$ cat config.mk
export PLATFORM = sky130hd
export DESIGN_NAME = adc_cmp_top
export DESIGN_NICKNAME = d
export VERILOG_FILES = /design/src/hdl/adc_cmp_pkg.sv /design/src/hdl/adc_cmp_top.sv
export SDC_FILE = /design/constraint.sdc
export NUM_CORES = 1
export LEC_CHECK = 0
export BUFFER_PORTS_ARGS = -buffer_cell sky130_fd_sc_hd__buf_2
export CORE_MARGIN = 1
export CORE_UTILIZATION = 50
export DETAILED_ROUTE_END_ITERATION = 10
export GPL_TIMING_DRIVEN = 0
export MAX_ROUTING_LAYER = met4
export PLACE_DENSITY_LB_ADDON = 0.2
export SYNTH_ARGS = -nofsm -noshare
export SYNTH_HDL_FRONTEND = slang
export SYNTH_SLANG_ARGS = --single-unit
$ cat constraint.sdc
create_clock -name I_REF_CLK -period 8.3 [get_ports I_REF_CLK]
set_input_delay 0 -clock I_REF_CLK [delete_from_list [all_inputs] [get_ports I_REF_CLK]]
set_output_delay 0 -clock I_REF_CLK [all_outputs]
set_load 0.01 [all_outputs]
$ cat src/hdl/adc_cmp_pkg.sv
/*
  constants, register indices and carrier types of the converter
  computation and trigger block.
  assumes a 32-bit axi4-lite register bus, one register per word.
*/
package adc_cmp_pkg;
  // ---------------------------------------------------------------
  // register indices (byte address = 4 * index)
  // ---------------------------------------------------------------
  localparam logic [13:0] IDX_LTH = 14'h1D0C;
  localparam logic [13:0] IDX_UTH = 14'h1D0E;
  localparam logic [13:0] IDX_ERR = 14'h1D10;
  localparam logic [13:0] IDX_STPT = 14'h1D12;
  localparam logic [13:0] IDX_FLT = 14'h1D14;
  localparam logic [13:0] IDX_ACC = 14'h1D16;
  localparam logic [13:0] IDX_CNT = 14'h1D19;
  localparam logic [13:0] IDX_RPT = 14'h1D1A;
  localparam logic [13:0] IDX_PREV = 14'h1D1B;
  localparam logic [13:0] IDX_RES = 14'h1D1D;
  localparam logic [13:0] IDX_PCH = 14'h1D1F;
  localparam logic [13:0] IDX_ACT = 14'h1D2C;
  localparam logic [13:0] IDX_CGA = 14'h1D2E;
  localparam logic [13:0] IDX_CGB = 14'h1D2F;
  localparam logic [13:0] IDX_CGC = 14'h1D30;
  localparam logic [13:0] IDX_CGD = 14'h1D31;
  localparam logic [13:0] IDX_CGE = 14'h1D32;
  localparam logic [13:0] IDX_CTRL = 14'h1D40;
  localparam logic [13:0] IDX_STAT = 14'h1D41;
  // ---------------------------------------------------------------
  // field positions, codes and reset values
  // ---------------------------------------------------------------
  localparam int CTRL_GO_BIT = 0;
  localparam int STAT_LOW_BIT = 0;
  localparam int STAT_UP_BIT = 1;
  localparam int STAT_BUSY_BIT = 2;
  localparam logic [1:0] RESP_OKAY = 2'h0;
  localparam logic [1:0] RESP_SLVERR = 2'h2;
  localparam logic [4:0] ACT_OFF = 5'h00;
  localparam logic [4:0] ACT_PIN = 5'h01;
  localparam logic [4:0] ACT_HW_LAST = 5'h19;
  localparam logic [4:0] ACT_ERR_RD = 5'h1D;
  localparam logic [4:0] ACT_RES_RD = 5'h1E;
  localparam logic [4:0] ACT_PCH_WR = 5'h1F;
  localparam logic [2:0] MD_BASIC = 3'h0;
  localparam logic [2:0] MD_ACC = 3'h1;
  localparam logic [2:0] MD_AVG = 3'h2;
  localparam logic [2:0] MD_BURST = 3'h3;
  localparam logic [2:0] MD_LPF = 3'h4;
  localparam logic [2:0] ERROR_MODE_A_RES_PREV = 3'h0;
  localparam logic [2:0] ERROR_MODE_A_RES_STPT = 3'h1;
  localparam logic [2:0] ERROR_MODE_A_RES_FLT = 3'h2;
  localparam logic [2:0] TMD_NEVER = 3'h0;
  localparam logic [2:0] TMD_BELOW = 3'h1;
  localparam logic [2:0] TMD_ABOVE = 3'h2;
  localparam logic [2:0] TMD_INSIDE = 3'h3;
  localparam logic [2:0] TMD_OUTSIDE = 3'h4;
  localparam logic [2:0] TMD_NOT_BELOW = 3'h5;
  localparam logic [2:0] TMD_NOT_ABOVE = 3'h6;
  localparam logic [7:0] CNT_MAX = 8'hFF;
  localparam logic [15:0] RST_WORD16 = 16'h0000;
  // ---------------------------------------------------------------
  // carrier types
  // ---------------------------------------------------------------
  typedef struct packed {
    logic [2:0] md;
    logic [2:0] accum_shift;
    logic [2:0] threshold_irq_mode;
    logic [2:0] error_mode_a;
    logic [1:0] result_format_mode;
    logic prev_source_select;
    logic enable;
  } ctrl_t;
  localparam ctrl_t CTRL_RST = '0;
  typedef struct packed {
    logic [2:0] port_e;
    logic [7:0] port_d;
    logic [7:0] port_c;
    logic [7:0] port_b;
    logic [7:0] port_a;
  } groups_t;
  localparam groups_t GROUPS_RST = '0;
endpackage

$ cat src/hdl/adc_cmp_top.sv
/*
  converter computation, threshold and trigger block with an
  axi4-lite register slave.
  assumes the analog converter outside answers each start pulse with
  one done pulse carrying a 12-bit sample; peripheral trigger inputs
  share the clock, the trigger pin does not.
*/
// Operation
// - select 1: previous result takes filter output at conversion start
// - select 0: previous result takes conversion result at start
// - with select 0 previous keeps the result register's alignment
// - accumulator is 18-bit signed; top-byte spare bits copy the sign
// - accumulator writes act only while go is 0
// - accumulator bytes: upper 17:16, high 15:8, low 7:0
// - setpoint is 16-bit signed RW, resets zero, error operand
// - error is 16-bit signed RO, formula from error mode
// - error compared to thresholds updates below and above flags
// - threshold event raised as the irq mode field selects
// - 5-bit trigger code; 0 disables, 1 selects routed pin
// - codes 31/30/29: channel write, result read, error read
// - codes for logic cells, change flag, comparators, oscillator, pwm
// - timer and capture codes 2..9; codes 26..28 start nothing
// - ports a..d: eight group enable bits each, reset 0
// - port e: only group bits 0..2 exist
// - filter output is accumulator shifted, or low-pass result
// - averaging, burst and low-pass check thresholds when count hits repeat
`timescale 1ns/10ps
`default_nettype none
module adc_cmp_top
(
  // clock and reset
  input wire logic I_REF_CLK,
  input wire logic I_RST,
  // axi4-lite write
  input wire logic [15:0] I_AWADDR,
  input wire logic I_AWVALID,
  output logic O_AWREADY,
  input wire logic [31:0] I_WDATA,
  input wire logic [3:0] I_WSTRB,
  input wire logic I_WVALID,
  output logic O_WREADY,
  output logic [1:0] O_BRESP,
  output logic O_BVALID,
  input wire logic I_BREADY,
  // axi4-lite read
  input wire logic [15:0] I_ARADDR,
  input wire logic I_ARVALID,
  output logic O_ARREADY,
  output logic [31:0] O_RDATA,
  output logic [1:0] O_RRESP,
  output logic O_RVALID,
  input wire logic I_RREADY,
  // trigger sources, indexed by trigger code
  input wire logic [31:0] I_TRIG_PERIPH,
  input wire logic I_TRIG_PIN,
  // converter
  output logic O_CONV_START,
  input wire logic I_CONV_DONE,
  input wire logic [11:0] I_CONV_DATA,
  // channel selection and events
  output logic [5:0] O_POS_CHANNEL,
  output adc_cmp_pkg::groups_t O_GROUPS,
  output logic O_THRESH_IRQ
);
  // ---------------------------------------------------------------
  // registers
  // ---------------------------------------------------------------
  adc_cmp_pkg::ctrl_t ctrl_q;
  adc_cmp_pkg::groups_t groups_q;
  logic go_q;
  logic [15:0] lth_q, uth_q, stpt_q, err_q, flt_q, res_q, prev_q;
  logic [17:0] acc_q;
  logic [7:0] cnt_q, rpt_q;
  logic [5:0] pch_q;
  logic [4:0] act_q;
  logic below_q, above_q, irq_q;
  // ---------------------------------------------------------------
  // axi4-lite slave
  // ---------------------------------------------------------------
  logic aw_full_q, w_full_q, bvalid_q, rvalid_q;
  logic [13:0] aw_idx_q;
  logic [31:0] wdata_q, rdata_q;
  logic [3:0] wstrb_q;
  logic [1:0] bresp_q, rresp_q;
  logic wr_go, rd_go, wr_ok, rd_ok;
  logic [13:0] rd_idx;
  logic [31:0] rd_mux;

  assign O_AWREADY = !aw_full_q;
  assign O_WREADY = !w_full_q;
  assign O_ARREADY = !rvalid_q;
  assign O_BVALID = bvalid_q;
  assign O_BRESP = bresp_q;
  assign O_RVALID = rvalid_q;
  assign O_RDATA = rdata_q;
  assign O_RRESP = rresp_q;
  assign wr_go = aw_full_q && w_full_q && !bvalid_q;
  assign rd_go = I_ARVALID && !rvalid_q;
  assign rd_idx = I_ARADDR[15:2];

  function automatic logic [31:0] merge(input logic [31:0] old,
    input logic [31:0] wd, input logic [3:0] strb);
    logic [31:0] r;
    r = old;
    for (int i = 0; i < 4; i++)
    begin
      if (strb[i])
      begin
        r[i*8 +: 8] = wd[i*8 +: 8];
      end
    end
    return r;
  endfunction

  function automatic logic mapped(input logic [13:0] idx);
    case (idx)
      adc_cmp_pkg::IDX_LTH, adc_cmp_pkg::IDX_UTH, adc_cmp_pkg::IDX_ERR,
      adc_cmp_pkg::IDX_STPT, adc_cmp_pkg::IDX_FLT, adc_cmp_pkg::IDX_ACC,
      adc_cmp_pkg::IDX_CNT, adc_cmp_pkg::IDX_RPT, adc_cmp_pkg::IDX_PREV,
      adc_cmp_pkg::IDX_RES, adc_cmp_pkg::IDX_PCH, adc_cmp_pkg::IDX_ACT,
      adc_cmp_pkg::IDX_CGA, adc_cmp_pkg::IDX_CGB, adc_cmp_pkg::IDX_CGC,
      adc_cmp_pkg::IDX_CGD, adc_cmp_pkg::IDX_CGE, adc_cmp_pkg::IDX_CTRL,
      adc_cmp_pkg::IDX_STAT: mapped = 1'b1;
      default: mapped = 1'b0;
    endcase
  endfunction

  assign wr_ok = wr_go && mapped(aw_idx_q);
  assign rd_ok = rd_go && mapped(rd_idx);

  // address and data are taken in either order, answered when both held
  always_ff @(posedge I_REF_CLK or posedge I_RST)
  begin
    if (I_RST)
    begin
      aw_full_q <= 1'b0;
      w_full_q <= 1'b0;
      bvalid_q <= 1'b0;
      bresp_q <= adc_cmp_pkg::RESP_OKAY;
      aw_idx_q <= '0;
      wdata_q <= '0;
      wstrb_q <= '0;
    end
    else
    begin
      if (I_AWVALID && !aw_full_q)
      begin
        aw_full_q <= 1'b1;
        aw_idx_q <= I_AWADDR[15:2];
      end
      if (I_WVALID && !w_full_q)
      begin
        w_full_q <= 1'b1;
        wdata_q <= I_WDATA;
        wstrb_q <= I_WSTRB;
      end
      if (wr_go)
      begin
        aw_full_q <= 1'b0;
        w_full_q <= 1'b0;
        bvalid_q <= 1'b1;
        bresp_q <= wr_ok ? adc_cmp_pkg::RESP_OKAY : adc_cmp_pkg::RESP_SLVERR;
      end
      else if (bvalid_q && I_BREADY)
      begin
        bvalid_q <= 1'b0;
      end
    end
  end

  always_comb
  begin
    rd_mux = '0;
    case (rd_idx)
      adc_cmp_pkg::IDX_LTH: rd_mux[15:0] = lth_q;
      adc_cmp_pkg::IDX_UTH: rd_mux[15:0] = uth_q;
      adc_cmp_pkg::IDX_ERR: rd_mux[15:0] = err_q;
      adc_cmp_pkg::IDX_STPT: rd_mux[15:0] = stpt_q;
      adc_cmp_pkg::IDX_FLT: rd_mux[15:0] = flt_q;
      adc_cmp_pkg::IDX_ACC: rd_mux[23:0] = {{6{acc_q[17]}}, acc_q};
      adc_cmp_pkg::IDX_CNT: rd_mux[7:0] = cnt_q;
      adc_cmp_pkg::IDX_RPT: rd_mux[7:0] = rpt_q;
      adc_cmp_pkg::IDX_PREV: rd_mux[15:0] = prev_q;
      adc_cmp_pkg::IDX_RES: rd_mux[15:0] = res_q;
      adc_cmp_pkg::IDX_PCH: rd_mux[5:0] = pch_q;
      adc_cmp_pkg::IDX_ACT: rd_mux[4:0] = act_q;
      adc_cmp_pkg::IDX_CGA: rd_mux[7:0] = groups_q.port_a;
      adc_cmp_pkg::IDX_CGB: rd_mux[7:0] = groups_q.port_b;
      adc_cmp_pkg::IDX_CGC: rd_mux[7:0] = groups_q.port_c;
      adc_cmp_pkg::IDX_CGD: rd_mux[7:0] = groups_q.port_d;
      adc_cmp_pkg::IDX_CGE: rd_mux[2:0] = groups_q.port_e;
      adc_cmp_pkg::IDX_CTRL: rd_mux[16:0] = {ctrl_q, go_q};
      adc_cmp_pkg::IDX_STAT: rd_mux[2:0] = {go_q, above_q, below_q};
      default: rd_mux = '0;
    endcase
  end

  always_ff @(posedge I_REF_CLK or posedge I_RST)
  begin
    if (I_RST)
    begin
      rvalid_q <= 1'b0;
      rdata_q <= '0;
      rresp_q <= adc_cmp_pkg::RESP_OKAY;
    end
    else if (rd_go)
    begin
      rvalid_q <= 1'b1;
      rdata_q <= rd_mux;
      rresp_q <= rd_ok ? adc_cmp_pkg::RESP_OKAY : adc_cmp_pkg::RESP_SLVERR;
    end
    else if (rvalid_q && I_RREADY)
    begin
      rvalid_q <= 1'b0;
    end
  end

  // ---------------------------------------------------------------
  // configuration registers
  // ---------------------------------------------------------------
  logic [31:0] wm;
  logic wr_acc_ok;
  assign wm = merge(32'h0000_0000, wdata_q, wstrb_q);

  function automatic logic [31:0] upd(input logic [31:0] old);
    return merge(old, wdata_q, wstrb_q);
  endfunction

  always_ff @(posedge I_REF_CLK or posedge I_RST)
  begin
    if (I_RST)
    begin
      lth_q <= adc_cmp_pkg::RST_WORD16;
      uth_q <= adc_cmp_pkg::RST_WORD16;
      stpt_q <= adc_cmp_pkg::RST_WORD16;
      rpt_q <= '0;
      pch_q <= '0;
      act_q <= adc_cmp_pkg::ACT_OFF;
      groups_q <= adc_cmp_pkg::GROUPS_RST;
      ctrl_q <= adc_cmp_pkg::CTRL_RST;
    end
    else if (wr_ok)
    begin
      case (aw_idx_q)
        adc_cmp_pkg::IDX_LTH: lth_q <= 16'(upd({16'h0000, lth_q}));
        adc_cmp_pkg::IDX_UTH: uth_q <= 16'(upd({16'h0000, uth_q}));
        adc_cmp_pkg::IDX_STPT: stpt_q <= 16'(upd({16'h0000, stpt_q}));
        adc_cmp_pkg::IDX_RPT: rpt_q <= 8'(upd({24'h000000, rpt_q}));
        adc_cmp_pkg::IDX_PCH: pch_q <= 6'(upd({26'h0000000, pch_q}));
        adc_cmp_pkg::IDX_ACT: act_q <= 5'(upd({27'h0000000, act_q}));
        adc_cmp_pkg::IDX_CGA: groups_q.port_a <= wm[7:0];
        adc_cmp_pkg::IDX_CGB: groups_q.port_b <= wm[7:0];
        adc_cmp_pkg::IDX_CGC: groups_q.port_c <= wm[7:0];
        adc_cmp_pkg::IDX_CGD: groups_q.port_d <= wm[7:0];
        adc_cmp_pkg::IDX_CGE: groups_q.port_e <= wm[2:0];
        adc_cmp_pkg::IDX_CTRL:
          ctrl_q <= 16'(upd({15'h0000, ctrl_q, go_q}) >> 1);
        default: ;
      endcase
    end
  end
  assign O_POS_CHANNEL = pch_q;
  assign O_GROUPS = groups_q;

  // ---------------------------------------------------------------
  // trigger selection and conversion start
  // ---------------------------------------------------------------
  logic pin_s1_q, pin_s2_q, src_q, hw_src, sw_trig, trig, start;
  logic go_wr, go_wdata;
  assign go_wr = wr_ok && aw_idx_q == adc_cmp_pkg::IDX_CTRL && wstrb_q[0];
  assign go_wdata = wdata_q[adc_cmp_pkg::CTRL_GO_BIT];

  always_ff @(posedge I_REF_CLK or posedge I_RST)
  begin
    if (I_RST)
    begin
      pin_s1_q <= 1'b0;
      pin_s2_q <= 1'b0;
      src_q <= 1'b0;
    end
    else
    begin
      pin_s1_q <= I_TRIG_PIN;
      pin_s2_q <= pin_s1_q;
      src_q <= hw_src;
    end
  end

  always_comb
  begin
    hw_src = 1'b0;
    if (act_q == adc_cmp_pkg::ACT_PIN)
    begin
      hw_src = pin_s2_q;
    end
    else if (act_q != adc_cmp_pkg::ACT_OFF
      && act_q <= adc_cmp_pkg::ACT_HW_LAST)
    begin
      hw_src = I_TRIG_PERIPH[act_q];
    end
  end

  always_comb
  begin
    case (act_q)
      adc_cmp_pkg::ACT_PCH_WR:
        sw_trig = wr_ok && aw_idx_q == adc_cmp_pkg::IDX_PCH;
      adc_cmp_pkg::ACT_RES_RD:
        sw_trig = rd_ok && rd_idx == adc_cmp_pkg::IDX_RES;
      adc_cmp_pkg::ACT_ERR_RD:
        sw_trig = rd_ok && rd_idx == adc_cmp_pkg::IDX_ERR;
      default: sw_trig = 1'b0; // reserved codes start nothing
    endcase
  end

  assign trig = ctrl_q.enable && ((hw_src && !src_q) || sw_trig);
  assign start = !go_q && ctrl_q.enable && (trig || (go_wr && go_wdata));
  assign O_CONV_START = start;

  always_ff @(posedge I_REF_CLK or posedge I_RST)
  begin
    if (I_RST)
    begin
      go_q <= 1'b0;
    end
    else if (start)
    begin
      go_q <= 1'b1;
    end
    else if (I_CONV_DONE || (go_wr && !go_wdata))
    begin
      go_q <= 1'b0;
    end
  end

  // previous result captured as the conversion begins
  always_ff @(posedge I_REF_CLK or posedge I_RST)
  begin
    if (I_RST)
    begin
      prev_q <= adc_cmp_pkg::RST_WORD16;
    end
    else if (start)
    begin
      prev_q <= ctrl_q.prev_source_select ? flt_q : res_q;
    end
  end

  // ---------------------------------------------------------------
  // computation
  // ---------------------------------------------------------------
  logic [15:0] res_d, flt_d, err_d;
  logic [17:0] acc_d, sample;
  logic [7:0] cnt_d;
  logic rep_mode, check, below_d, above_d, irq_d;

  always_comb
  begin
    // right or left justified by the format bit
    res_d = ctrl_q.result_format_mode[0] ? {4'h0, I_CONV_DATA}
      : {I_CONV_DATA, 4'h0};
    sample = {{2{res_d[15]}}, res_d};
    case (ctrl_q.md)
      adc_cmp_pkg::MD_ACC, adc_cmp_pkg::MD_AVG, adc_cmp_pkg::MD_BURST:
        acc_d = acc_q + sample;
      adc_cmp_pkg::MD_LPF:
        acc_d = acc_q + sample - 18'($signed(acc_q) >>> ctrl_q.accum_shift);
      default: acc_d = acc_q;
    endcase
    flt_d = 16'($signed(acc_d) >>> ctrl_q.accum_shift);
    case (ctrl_q.error_mode_a)
      adc_cmp_pkg::ERROR_MODE_A_RES_PREV: err_d = res_d - prev_q;
      adc_cmp_pkg::ERROR_MODE_A_RES_STPT: err_d = res_d - stpt_q;
      adc_cmp_pkg::ERROR_MODE_A_RES_FLT: err_d = res_d - flt_d;
      default: err_d = flt_d - stpt_q;
    endcase
    rep_mode = ctrl_q.md == adc_cmp_pkg::MD_AVG
      || ctrl_q.md == adc_cmp_pkg::MD_BURST
      || ctrl_q.md == adc_cmp_pkg::MD_LPF;
    cnt_d = (cnt_q == adc_cmp_pkg::CNT_MAX) ? cnt_q : cnt_q + 8'h01;
    check = !rep_mode || cnt_d >= rpt_q;
    below_d = $signed(err_d) < $signed(lth_q);
    above_d = $signed(err_d) > $signed(uth_q);
    case (ctrl_q.threshold_irq_mode)
      adc_cmp_pkg::TMD_NEVER: irq_d = 1'b0;
      adc_cmp_pkg::TMD_BELOW: irq_d = below_d;
      adc_cmp_pkg::TMD_ABOVE: irq_d = above_d;
      adc_cmp_pkg::TMD_INSIDE: irq_d = !below_d && !above_d;
      adc_cmp_pkg::TMD_OUTSIDE: irq_d = below_d || above_d;
      adc_cmp_pkg::TMD_NOT_BELOW: irq_d = !below_d;
      adc_cmp_pkg::TMD_NOT_ABOVE: irq_d = !above_d;
      default: irq_d = 1'b1;
    endcase
  end

  assign wr_acc_ok = wr_ok && aw_idx_q == adc_cmp_pkg::IDX_ACC && !go_q;

  always_ff @(posedge I_REF_CLK or posedge I_RST)
  begin
    if (I_RST)
    begin
      acc_q <= '0;
    end
    else if (I_CONV_DONE && go_q)
    begin
      acc_q <= acc_d;
    end
    else if (wr_acc_ok)
    begin
      acc_q <= 18'(upd({14'h0000, acc_q}));
    end
  end

  always_ff @(posedge I_REF_CLK or posedge I_RST)
  begin
    if (I_RST)
    begin
      res_q <= adc_cmp_pkg::RST_WORD16;
      flt_q <= adc_cmp_pkg::RST_WORD16;
      err_q <= adc_cmp_pkg::RST_WORD16;
      cnt_q <= '0;
    end
    else if (I_CONV_DONE && go_q)
    begin
      res_q <= res_d;
      flt_q <= flt_d;
      err_q <= err_d;
      cnt_q <= (rep_mode && check) ? 8'h00 : cnt_d;
    end
    else if (wr_ok && aw_idx_q == adc_cmp_pkg::IDX_CNT)
    begin
      cnt_q <= wm[7:0];
    end
  end

  always_ff @(posedge I_REF_CLK or posedge I_RST)
  begin
    if (I_RST)
    begin
      below_q <= 1'b0;
      above_q <= 1'b0;
      irq_q <= 1'b0;
    end
    else
    begin
      irq_q <= I_CONV_DONE && go_q && check && irq_d;
      if (I_CONV_DONE && go_q && check)
      begin
        below_q <= below_d;
        above_q <= above_d;
      end
    end
  end
  assign O_THRESH_IRQ = irq_q;
endmodule
`default_nettype wire

After elaboration in Yosys (flattened, before gate mapping). Cells that the tools add are included.

Input port bits: 121. Logic and storage cells: 239. Register bits after elaboration: 282. Output and inout bits: 84.

$add $sub $neg: 7. Shift-type cells: 2. Reduce and logical (&&, ||, !) cells: 82. Equality and inequality tests: 55. Multiplexer cells: 41. Order comparisons: 5.

Operator list (number): equality test 14 x 13 -> 1 bit (second input constant) (38); one-hot mux 8 bit (9 select lines) (1); subtractor 16 bit (4); one-hot mux 3 bit (19 select lines) (1); two-way mux 8 bit (7); one-hot mux 16 bit (3 select lines) (1); OR reduction 19 bit (2); two-way mux 18 bit (2); one-hot mux 18 bit (2 select lines) (1); AND reduction 3 bit (12); one-hot mux 2 bit (17 select lines) (1); two-way mux 16 bit (2); one-hot mux 2 bit (15 select lines) (1); logical AND 1 bit (29); nonzero test 2 bit (10); adder 18 bit (1); >>> shifter 18 x 3 -> 16 bit (1); >>> shifter 18 x 3 -> 18 bit (1); subtractor 18 bit (1); > comparator 16 bit (1); less-than comparator 16 bit (1); one-hot mux 1 bit (16 select lines) (1); AND reduction 2 bit (8); equality test 3 x 2 -> 1 bit (second input constant) (5); other kinds (21) (60).

Logic depth before layout (Yosys ltp). Gate-level depths: netlist of the first run.

Depth in word-level cells: 12. Mapped depth: 49. Mapped depth without buffers: 45.

Worst setup path before layout of the first run. OpenSTA, ideal clock, no wires.

Path type: register to register. Start point: register ctrl_q[2] (netlist bit). End point: register irq_q, in the netlist O_THRESH_IRQ. Buffers on the path: 3. Path slack: -489 ps. Data arrival time: 8658 ps. Clock period less this slack: 8789 ps. Data required time: 8169 ps. Setup time: 131 ps. Stages on the path, launching flop included: 39. Cells stage by stage: dfrtp_1 -> buf_4 -> buf_2 -> buf_1 -> mux2_2 -> ha_1 -> nand2_1 -> o21a_2 -> o2111a_1 -> nor3_2 -> ha_1 -> a2111oi_1 -> a211oi_1 -> o41ai_1 -> nand2b_1 -> a21oi_1 -> xnor2_1 -> o211a_1 -> (+3 left out) -> a21oi_1 -> a21oi_1 -> ha_1 -> o211ai_1 -> or3_1 -> o31a_1 -> o21ai_0 -> a211oi_1 -> o2111a_1 -> a211o_1 -> ha_1 -> nand4_1 -> a211oi_1 -> nor3_1 -> nor3_1 -> and4b_1 -> nor3_1 -> a21boi_0.

Cells in the longest elaborated chain, start to end: 12. Elaborated cells on any way between the ends: 18. Classes of those cells: add/sub (6); order compare (2); shift (1); mux (4); reduce/logical (5).

RTL lines: start: declaration (RTL line adc_cmp_top.sv:68) `adc_cmp_pkg::ctrl_t ctrl_q;`; start signal: assignment (RTL line adc_cmp_top.sv:240) `ctrl_q <= adc_cmp_pkg::CTRL_RST;`; start signal: assignment (RTL line adc_cmp_top.sv:257) `ctrl_q <= 16'(upd({15'h0000, ctrl_q, go_q}) >> 1);`; two-way mux 16 bit * (RTL line adc_cmp_top.sv:360) `res_d = ctrl_q.result_format_mode[0] ? {4'h0, I_CONV_DATA}`; named net res_d[4] (RTL line adc_cmp_top.sv:352) `logic [15:0] res_d, flt_d, err_d;`; adder 18 bit * (RTL line adc_cmp_top.sv:365, adc_cmp_top.sv:367); subtractor 18 bit (RTL line adc_cmp_top.sv:367) `acc_d = acc_q + sample - 18'($signed(acc_q) >>> ctrl_q.accum_shift);`; one-hot mux 18 bit (2 select lines) * (RTL line adc_cmp_top.sv:363) `case (ctrl_q.md)`; >>> shifter 18 x 3 -> 16 bit * (RTL line adc_cmp_top.sv:370) `flt_d = 16'($signed(acc_d) >>> ctrl_q.accum_shift);`; named net flt_d[6] (RTL line adc_cmp_top.sv:352); subtractor 16 bit (on tied branches) (RTL line adc_cmp_top.sv:375, adc_cmp_top.sv:374); one-hot mux 16 bit (3 select lines) * (RTL line adc_cmp_top.sv:371) `case (ctrl_q.error_mode_a)`; named net err_d[13] (RTL line adc_cmp_top.sv:352); less-than comparator 16 bit or > comparator 16 bit (tied branches) (RTL line adc_cmp_top.sv:382, adc_cmp_top.sv:383); zero test 1 bit (on tied branches) (RTL line adc_cmp_top.sv:388, adc_cmp_top.sv:390, adc_cmp_top.sv:391); logical AND 1 bit (RTL line adc_cmp_top.sv:388) `adc_cmp_pkg::TMD_INSIDE: irq_d = !below_d && !above_d;`; one-hot mux 1 bit (7 select lines) * (RTL line adc_cmp_top.sv:384) `case (ctrl_q.threshold_irq_mode)`; logical AND 1 bit * (RTL line adc_cmp_top.sv:446) `irq_q <= I_CONV_DONE && go_q && check && irq_d;`; end signal: assignment (RTL line adc_cmp_top.sv:446); end: declaration (RTL line adc_cmp_top.sv:76) `logic below_q, above_q, irq_q;`.

Mark *: on every way through the listed nets, which the timed path passes. The rest lies on a longest branch. A chain may end at the register's enable or synchronous reset.

Worst setup path in the final report of the first run. Same ends and word-level chain as after synthesis.

==> impl_metrics.toml, run 1 <==
[flow_run]
cap_violations = 0

[clocking]
clockRootBuffer = "clkbuf_16"
cts_buffers = 31
clock-sinks = 274
clkSlewWorstSetupHoldPaths_ns = 0.06
clk-insertion-delay-late_ns = 0.60
cts_tree = "built"
cts_buffer_depth = 3
htree_levels = 1

[global_route]
grt_pass1_wl_mm = 118.4
grt-ovfl-total = 0
antenna_found_initial = 3
grt_pass1_vias = 19070
grt_usage_pct = 39.82
grt_max_degree = 132

[floorplan]
die_h_microns = 201.4
initial_core_util_pct = 51.06
ios = 205
die_w_microns = 201.4
core_area_sq_mm = 0.03892
dieArea_sq_mm = 0.04055
rows = 72

[logic_synthesis]
syn_avg_cell_area_sq_um = 9.352
muxShareOfSynthArea_pct = 15.58
ys_types = 109
synthFlopType = "dfrtp_1"
synth_top_family_by_area = "compound AO/OA/AOI/OAI gates"
synth_edf_count = 0
yosys_register_bits = 274
synth-simple-area-share_pct = 15.82
synthArstFlopShare_pct = 100.0
synth-xor-area-share_pct = 2.185
synth_warnings = 0
synth_fa_ha_area_share_pct = 6.856
synth-compound-area-share_pct = 20.22
yosysSeqAreaShare_pct = 34.50
synth.cell_area_sq_mm = 0.01987
synth_cells = 2125

[setup_path]
cp-start-kind = "flip-flop"
worst_ep_required_time_ns = 8.80
r2r.worst_path.cells = 40
critPathKind = "reg2reg"
crit_fanout = 6
startpoint = "ctrl_q[2]$_DFFE_PP0P_"
end_kind = "flip-flop"
arrival_ns = 9.49
slowest_delay_ns = 0.54
cpMostUsedCell = "ha_4"
r2r-start = "ctrl_q[2]$_DFFE_PP0P_"
r2r_slack_ns = -0.69
r2r_end = "O_THRESH_IRQ$_DFF_PP0_"
cpMaxStageDelayCell = "or4_4"

[timing]
hold_violations = 0
slew_viol_final = 0
worst_slew_pin_slew_ns = 1.441
setup_viol = 3
hold_ws_ns = 0.01811
grt_setup_unrepaired = "true"
layout_min_cycle_time_ns = 8.993
maxSlewHeadroom_pct = 3.168
setup_slack_ns = -0.6931
fmax_mhz = 111.2
period_share_pct = 108.4
clock-skew-final_ns = 0.02395

[pwr]
seqPwrFrac_pct = 40.0
power.switching_mw = 1.406
power_switching_share_pct = 33.72
clkPwrFrac_pct = 34.6
p_per_area_mw_per_mm2 = 168.5
power_mw = 4.169
ir_drop_uv = 221.6
combinationalPowerShare_pct = 25.5
p_leak_nw = 11.02
internal_power_mw = 2.763

[placed_design]
dpl_cell_area_sq_mm = 0.02156
dp_slack_ns = -2.463
dp.final_hpwl_mm = 60.54
place.port_buffers = 166
gp_congestion = 1.024

[layout]
final_cell_mix = "dfrtp_1, nand2_1, mux2_2"
nets = 2688
area_growth_pct = 24.49
final_common_cell = "dfrtp_1"
n_fill_cell = 3352
drive_gt1_share_pct = 29.34
stdcell_area_sq_mm = 0.02474

[worst_hold_path]
hold_end = "src_q$_DFF_PP0_"
min-delay-start = "I_TRIG_PERIPH[23]"
worst_hold_path.num_cells = 4
hold_class = "in2reg"

[detailed_routing]
drc = 0
post_drt_via_cell_ratio = 6.514
dr_total_vias = 19610
drt-pass1-iter-count = 8
drt_iter0_drc = 2182
postRouteAntennaNets = 0
wirelength_mm = 79.74
wire_per_inst_microns = 26.49

[status]
status = "finished with violations"
violations = "setup timing"
power by group through the flow:
stage | registers, mW | logic (mW) | clock network, mW
5_1_grt | 1.67 | 1.14 | 1.50
3_5_place_dp | 1.68 | 0.899 | 0
3_3_place_gp | 1.68 | 0.880 | 0
4_1_cts | 1.66 | 1.00 | 1.45
2_1_floorplan | 1.58 | 0.620 | 0
6_report | 1.67 | 1.06 | 1.44
critical path: cells and delay by family, from the launching register on:
family          cells  cell delay (ns)
compound gates     19             3.95
mux                 2             0.44
simple gates        7             1.62
buf+inv             4             0.48
flops               1             0.40
xor+xnor            2             0.29
fa+ha+maj           6             1.68
through the flow:
step | TNS (ns) | std cells | util, %
final | -1.742 | 3010 | 63.57
after global routing | -2.453 | 3009 | 63.56
after CTS | -1.512 | 2984 | 62.29
after detailed placement | -12.02 | 2821 | 55.39
after global placement | -638.78 | 2818 | 55.20
after floorplan | 0 | 2134 | -
metal layers:
layer	vias up	part of all wire, %	track usage [%]
met3	272	8.7	6.657
met2	1152	45	60.92
met5	-	0	-
li1	8595	-	-
met1	9587	40	50.85
met4	0	5.7	20.32
worst max-delay path by stage:
stage                        endpoint  cells after the start
2_1_floorplan  O_THRESH_IRQ$_DFF_PP0_                     40
3_3_place_gp   O_THRESH_IRQ$_DFF_PP0_                     38
3_5_place_dp   O_THRESH_IRQ$_DFF_PP0_                     38
4_1_cts        O_THRESH_IRQ$_DFF_PP0_                     46
5_1_grt        O_THRESH_IRQ$_DFF_PP0_                     46
6_report       O_THRESH_IRQ$_DFF_PP0_                     40
synthesized netlist by cell type, types with 32 or more instances:
cell      number  share of area (%)
dfrtp_1      274                 35
nand2_1      221                4.2
mux2_2       207                 12
nor2_1       138                2.6
o21ai_0      110                2.8
inv_1        102                1.9
a21oi_1       99                2.5
ha_1          99                6.2
clkbuf_1      81                1.5
a22oi_1       58                2.2
nand3_1       51                1.3
xnor2_1       35                1.5
a31oi_1       33                1.0
nor3_1        33               0.83
a22o_1        32                1.4
mux2i_1       32                1.6
flip-flops by register name, indices dropped and copies added, names as in the netlist, 3 cells and up:
name           count
O_GROUPS          35
O_RDATA           18
acc_q             18
wdata_q           18
ctrl_q            16
err_q             16
flt_q             16
lth_q             16
prev_q            16
res_q             16
stpt_q            16
uth_q             16
aw_idx_q          14
cnt_q              8
rpt_q              8
O_POS_CHANNEL      6
act_q              5
wstrb_q            3
final cells by class:
class                      instances  area [sq um]  share of cell area, %
antenna                            4         10.01                0.04046
tap                              518         648.1                  2.620
buffer                           122         640.6                  2.589
clock buffer                      45         868.3                  3.510
inverter                         104         402.9                  1.628
multi-input combinational       1629         13050                  52.74
sequential                       274          6858                  27.72
clock inverter                    12         182.7                 0.7384
timing repair buffer             302          2082                  8.416
cells by family (layout without fill, tap and decap cells):
| family | Yosys count | count (layout) |
|---|---|---|
| AND/OR/NAND/NOR | 639 | 639 |
| AO/OA/AOI/OAI | 564 | 564 |
| flip-flops | 274 | 274 |
| multiplexers | 261 | 261 |
| buffers and inverters | 231 | 585 |
| adder cells (fa/ha/maj) | 107 | 107 |
| XOR/XNOR | 48 | 48 |
| other | 1 | 14 |
timing repair:
| item | in CTS | in global routing |
|---|---|---|
| gates resized for setup | 163 | 67 |
| endpoints found under the hold margin | 197 | 0 |
| hold buffers | 57 | 0 |
| cloned | 1 | 0 |
| pin swaps | 73 | 72 |
| setup buffers | 51 | 24 |
| endpoints found under the setup margin | 12 | 3 |
No activity file was read; power rests on OpenSTA's default activity.
==> run 2, diff against run 1 <==
--- a/config.mk
+++ b/config.mk
@@ -6,6 +6,7 @@
 export NUM_CORES = 1
 export LEC_CHECK = 0
 export BUFFER_PORTS_ARGS = -buffer_cell sky130_fd_sc_hd__buf_2
+export CORE_ASPECT_RATIO = 0.75
 export CORE_MARGIN = 1
 export CORE_UTILIZATION = 50
 export DETAILED_ROUTE_END_ITERATION = 10
==> constraint.sdc (replaced) <==
create_clock -name I_REF_CLK -period 9.6 [get_ports I_REF_CLK]
set_input_delay 0 -clock I_REF_CLK [delete_from_list [all_inputs] [get_ports I_REF_CLK]]
set_output_delay 0 -clock I_REF_CLK [all_outputs]
set_load 0.01 [all_outputs]
==> impl_metrics.toml, run 2 (synthesis gave the netlist of run 1 again) <==
[layout]
final_common_cell = "dfrtp_1"
drive_gt1_share_pct = 26.12
largest_register_ffs = 35
nets = 2645
area_growth_pct = 20.41
final_cell_mix = "dfrtp_1, nand2_1, mux2_2"

[clocking]
cts_buffer_depth = 3
clkSlewWorstSetupHoldPaths_ns = 0.07
clk-insertion-delay-late_ns = 0.60
clock-sinks = 274
cts_tree = "built"
htree_levels = 1
cts_buffers = 29
clockRootBuffer = "clkbuf_16"

[global_route]
grt_usage_pct = 41.93
grt_max_degree = 122
antenna_found_initial = 2
grt-ovfl-total = 0
grt_pass1_vias = 18420
grt_pass1_wl_mm = 121.7

[detailed_routing]
wirelength_mm = 83.42
drt-pass1-iter-count = 7
postRouteAntennaNets = 0
drt_iter0_drc = 2512
dr_total_vias = 19540
drc = 0
wire_per_inst_microns = 28.20
post_drt_via_cell_ratio = 6.606

[pwr]
p_per_area_mw_per_mm2 = 149.0
power.switching_mw = 1.224
internal_power_mw = 2.341
power_switching_share_pct = 34.33
clkPwrFrac_pct = 35.0
power_mw = 3.565
p_leak_nw = 10.71
ir_drop_uv = 186.3
combinationalPowerShare_pct = 24.4
seqPwrFrac_pct = 40.6

[setup_path]
cp-start-kind = "flip-flop"
crit_fanout = 11
r2r_end = "O_THRESH_IRQ$_DFF_PP0_"
cpMaxStageDelayCell = "ha_2"
arrival_ns = 9.91
critPathKind = "reg2reg"
r2r.worst_path.cells = 38
slowest_delay_ns = 0.41
crit_buf_inv = 4
cpMostUsedCell = "ha_1"
critical-path-top-delay-family = "compound AO/OA/AOI/OAI gates"
r2r-start = "ctrl_q[2]$_DFFE_PP0P_"
worst_ep_required_time_ns = 10.07
r2r_slack_ns = 0.16
end_kind = "flip-flop"

[floorplan]
dieArea_sq_mm = 0.04056
core_area_sq_mm = 0.03871
ios = 205
die_h_microns = 174.7
die_w_microns = 232.2
initial_core_util_pct = 51.34
rows = 62

[placed_design]
dp.final_hpwl_mm = 64.10
gp_congestion = 1.040
place.port_buffers = 166

[timing]
setup_viol = 0
fin_tns_setup_ns = 0
layout_min_cycle_time_ns = 9.440
period_share_pct = 98.33
worst_slew_pin_slew_ns = 1.545
fmax_mhz = 105.9
hold_violations = 0
clock-skew-final_ns = 0.02867
maxSlewHeadroom_pct = -3.408
slew_viol_final = 10

[worst_hold_path]
hold_end = "O_RDATA[7]$_DFFE_PP0P_"
hold_class = "in2reg"
worst_hold_path.num_cells = 4
min-delay-start = "I_ARADDR[3]"

[flow_run]
cap_violations = 1

[status]
violations = "capacitance limit, slew limit"
status = "finished with violations"
==> run 2: changes by cell type in the layout (fill, tap and decap cells not counted), moves of 5 or more <==
cell	delta
o21ai_2	-5
ha_4	-10
ha_1	+11
buf_4	-40
buf_6	-5
a21oi_4	-6
clkbuf_1	-7
a21oi_1	+11
o21ai_0	+5
a21oi_2	-5
==> run 2: per-stage QoR <==
| stage | cells | hold slack [ns] | utilization (%) | cell area, sq um | setup slack (ns) |
|---|---|---|---|---|---|
| 2_1_floorplan | 2134 | 0.03143 | - | 19910 | 0.8107 |
| 3_3_place_gp | 2812 | 0.1103 | 55.23 | 21380 | -2.038 |
| 3_5_place_dp | 2815 | -0.002984 | 55.48 | 21480 | -2.151 |
| 4_1_cts | 2931 | 0.004499 | 60.55 | 23440 | 0.01188 |
| 5_1_grt | 2957 | 0.06853 | 61.81 | 23930 | -0.05173 |
| 6_report | 2958 | 0.01352 | 61.81 | 23930 | 0.1601 |
==> run 2: per-layer routing <==
layer	up-vias	part of all wire (%)	global-route usage, %
met3	160	13	12.94
met4	0	2.8	11.68
li1	8480	-	-
met2	1189	41	56.50
met5	-	0	-
met1	9713	43	59.91
==> run 2: how the worst max path moves through the flow <==
| stage | startpoint | to | slack [ns] | cells after the start |
|---|---|---|---|---|
| floorplan | ctrl_q[2]$_DFFE_PP0P_ | O_THRESH_IRQ$_DFF_PP0_ | 0.81 | 38 |
| global placement | ctrl_q[10]$_DFFE_PP0P_ | O_THRESH_IRQ$_DFF_PP0_ | -2.04 | 40 |
| detailed placement | ctrl_q[10]$_DFFE_PP0P_ | O_THRESH_IRQ$_DFF_PP0_ | -2.15 | 40 |
| CTS | ctrl_q[2]$_DFFE_PP0P_ | O_THRESH_IRQ$_DFF_PP0_ | 0.01 | 45 |
| global route | ctrl_q[10]$_DFFE_PP0P_ | O_THRESH_IRQ$_DFF_PP0_ | -0.05 | 40 |
| finish | ctrl_q[2]$_DFFE_PP0P_ | O_THRESH_IRQ$_DFF_PP0_ | 0.16 | 38 |
==> run 2: worst register-to-register path, delay by kind of cell (launching register included) <==
family / cells / cell delay [ns]
muxes: 4 / 1.07
and+or+nand+nor: 10 / 2.11
buffers and inverters: 4 / 0.56
DFF: 1 / 0.38
xor gates and xnor gates: 2 / 0.29
AOI/OAI and AO/OA: 14 / 3.48
adders and majority gates: 4 / 1.45
==> run 2: timing repair <==
item | CTS | global route
gates cloned | 0 | 1
gates resized for setup | 79 | 72
pin swaps | 9 | 46
hold buffers | 57 | 1
hold endpoints to repair | 218 | 1
setup endpoints to repair | 7 | 3
buffers inserted | 8 | 25
==> run 2: cell type report <==
| type | instances | area [sq um] |
|---|---|---|
| diodes | 3 | 7.507 |
| plain buffers | 122 | 611.8 |
| clock buffers | 34 | 784.5 |
| clock inverters | 19 | 247.7 |
| fillers | 3348 | 14780 |
| inverters | 104 | 397.9 |
| multi-input cells | 1629 | 12630 |
| flip-flops and latches | 274 | 6859 |
| well taps | 512 | 640.6 |
| repair buffers | 261 | 1750 |
==> run 2: power groups by stage <==
stage               Clock [mW]  Sequential, mW  Combinational [mW]
floorplan                    0            1.37               0.524
global placement             0            1.45               0.742
detailed placement           0            1.45               0.763
CTS                       1.25            1.43               0.812
global route              1.30            1.46               0.933
finish                    1.25            1.45               0.869
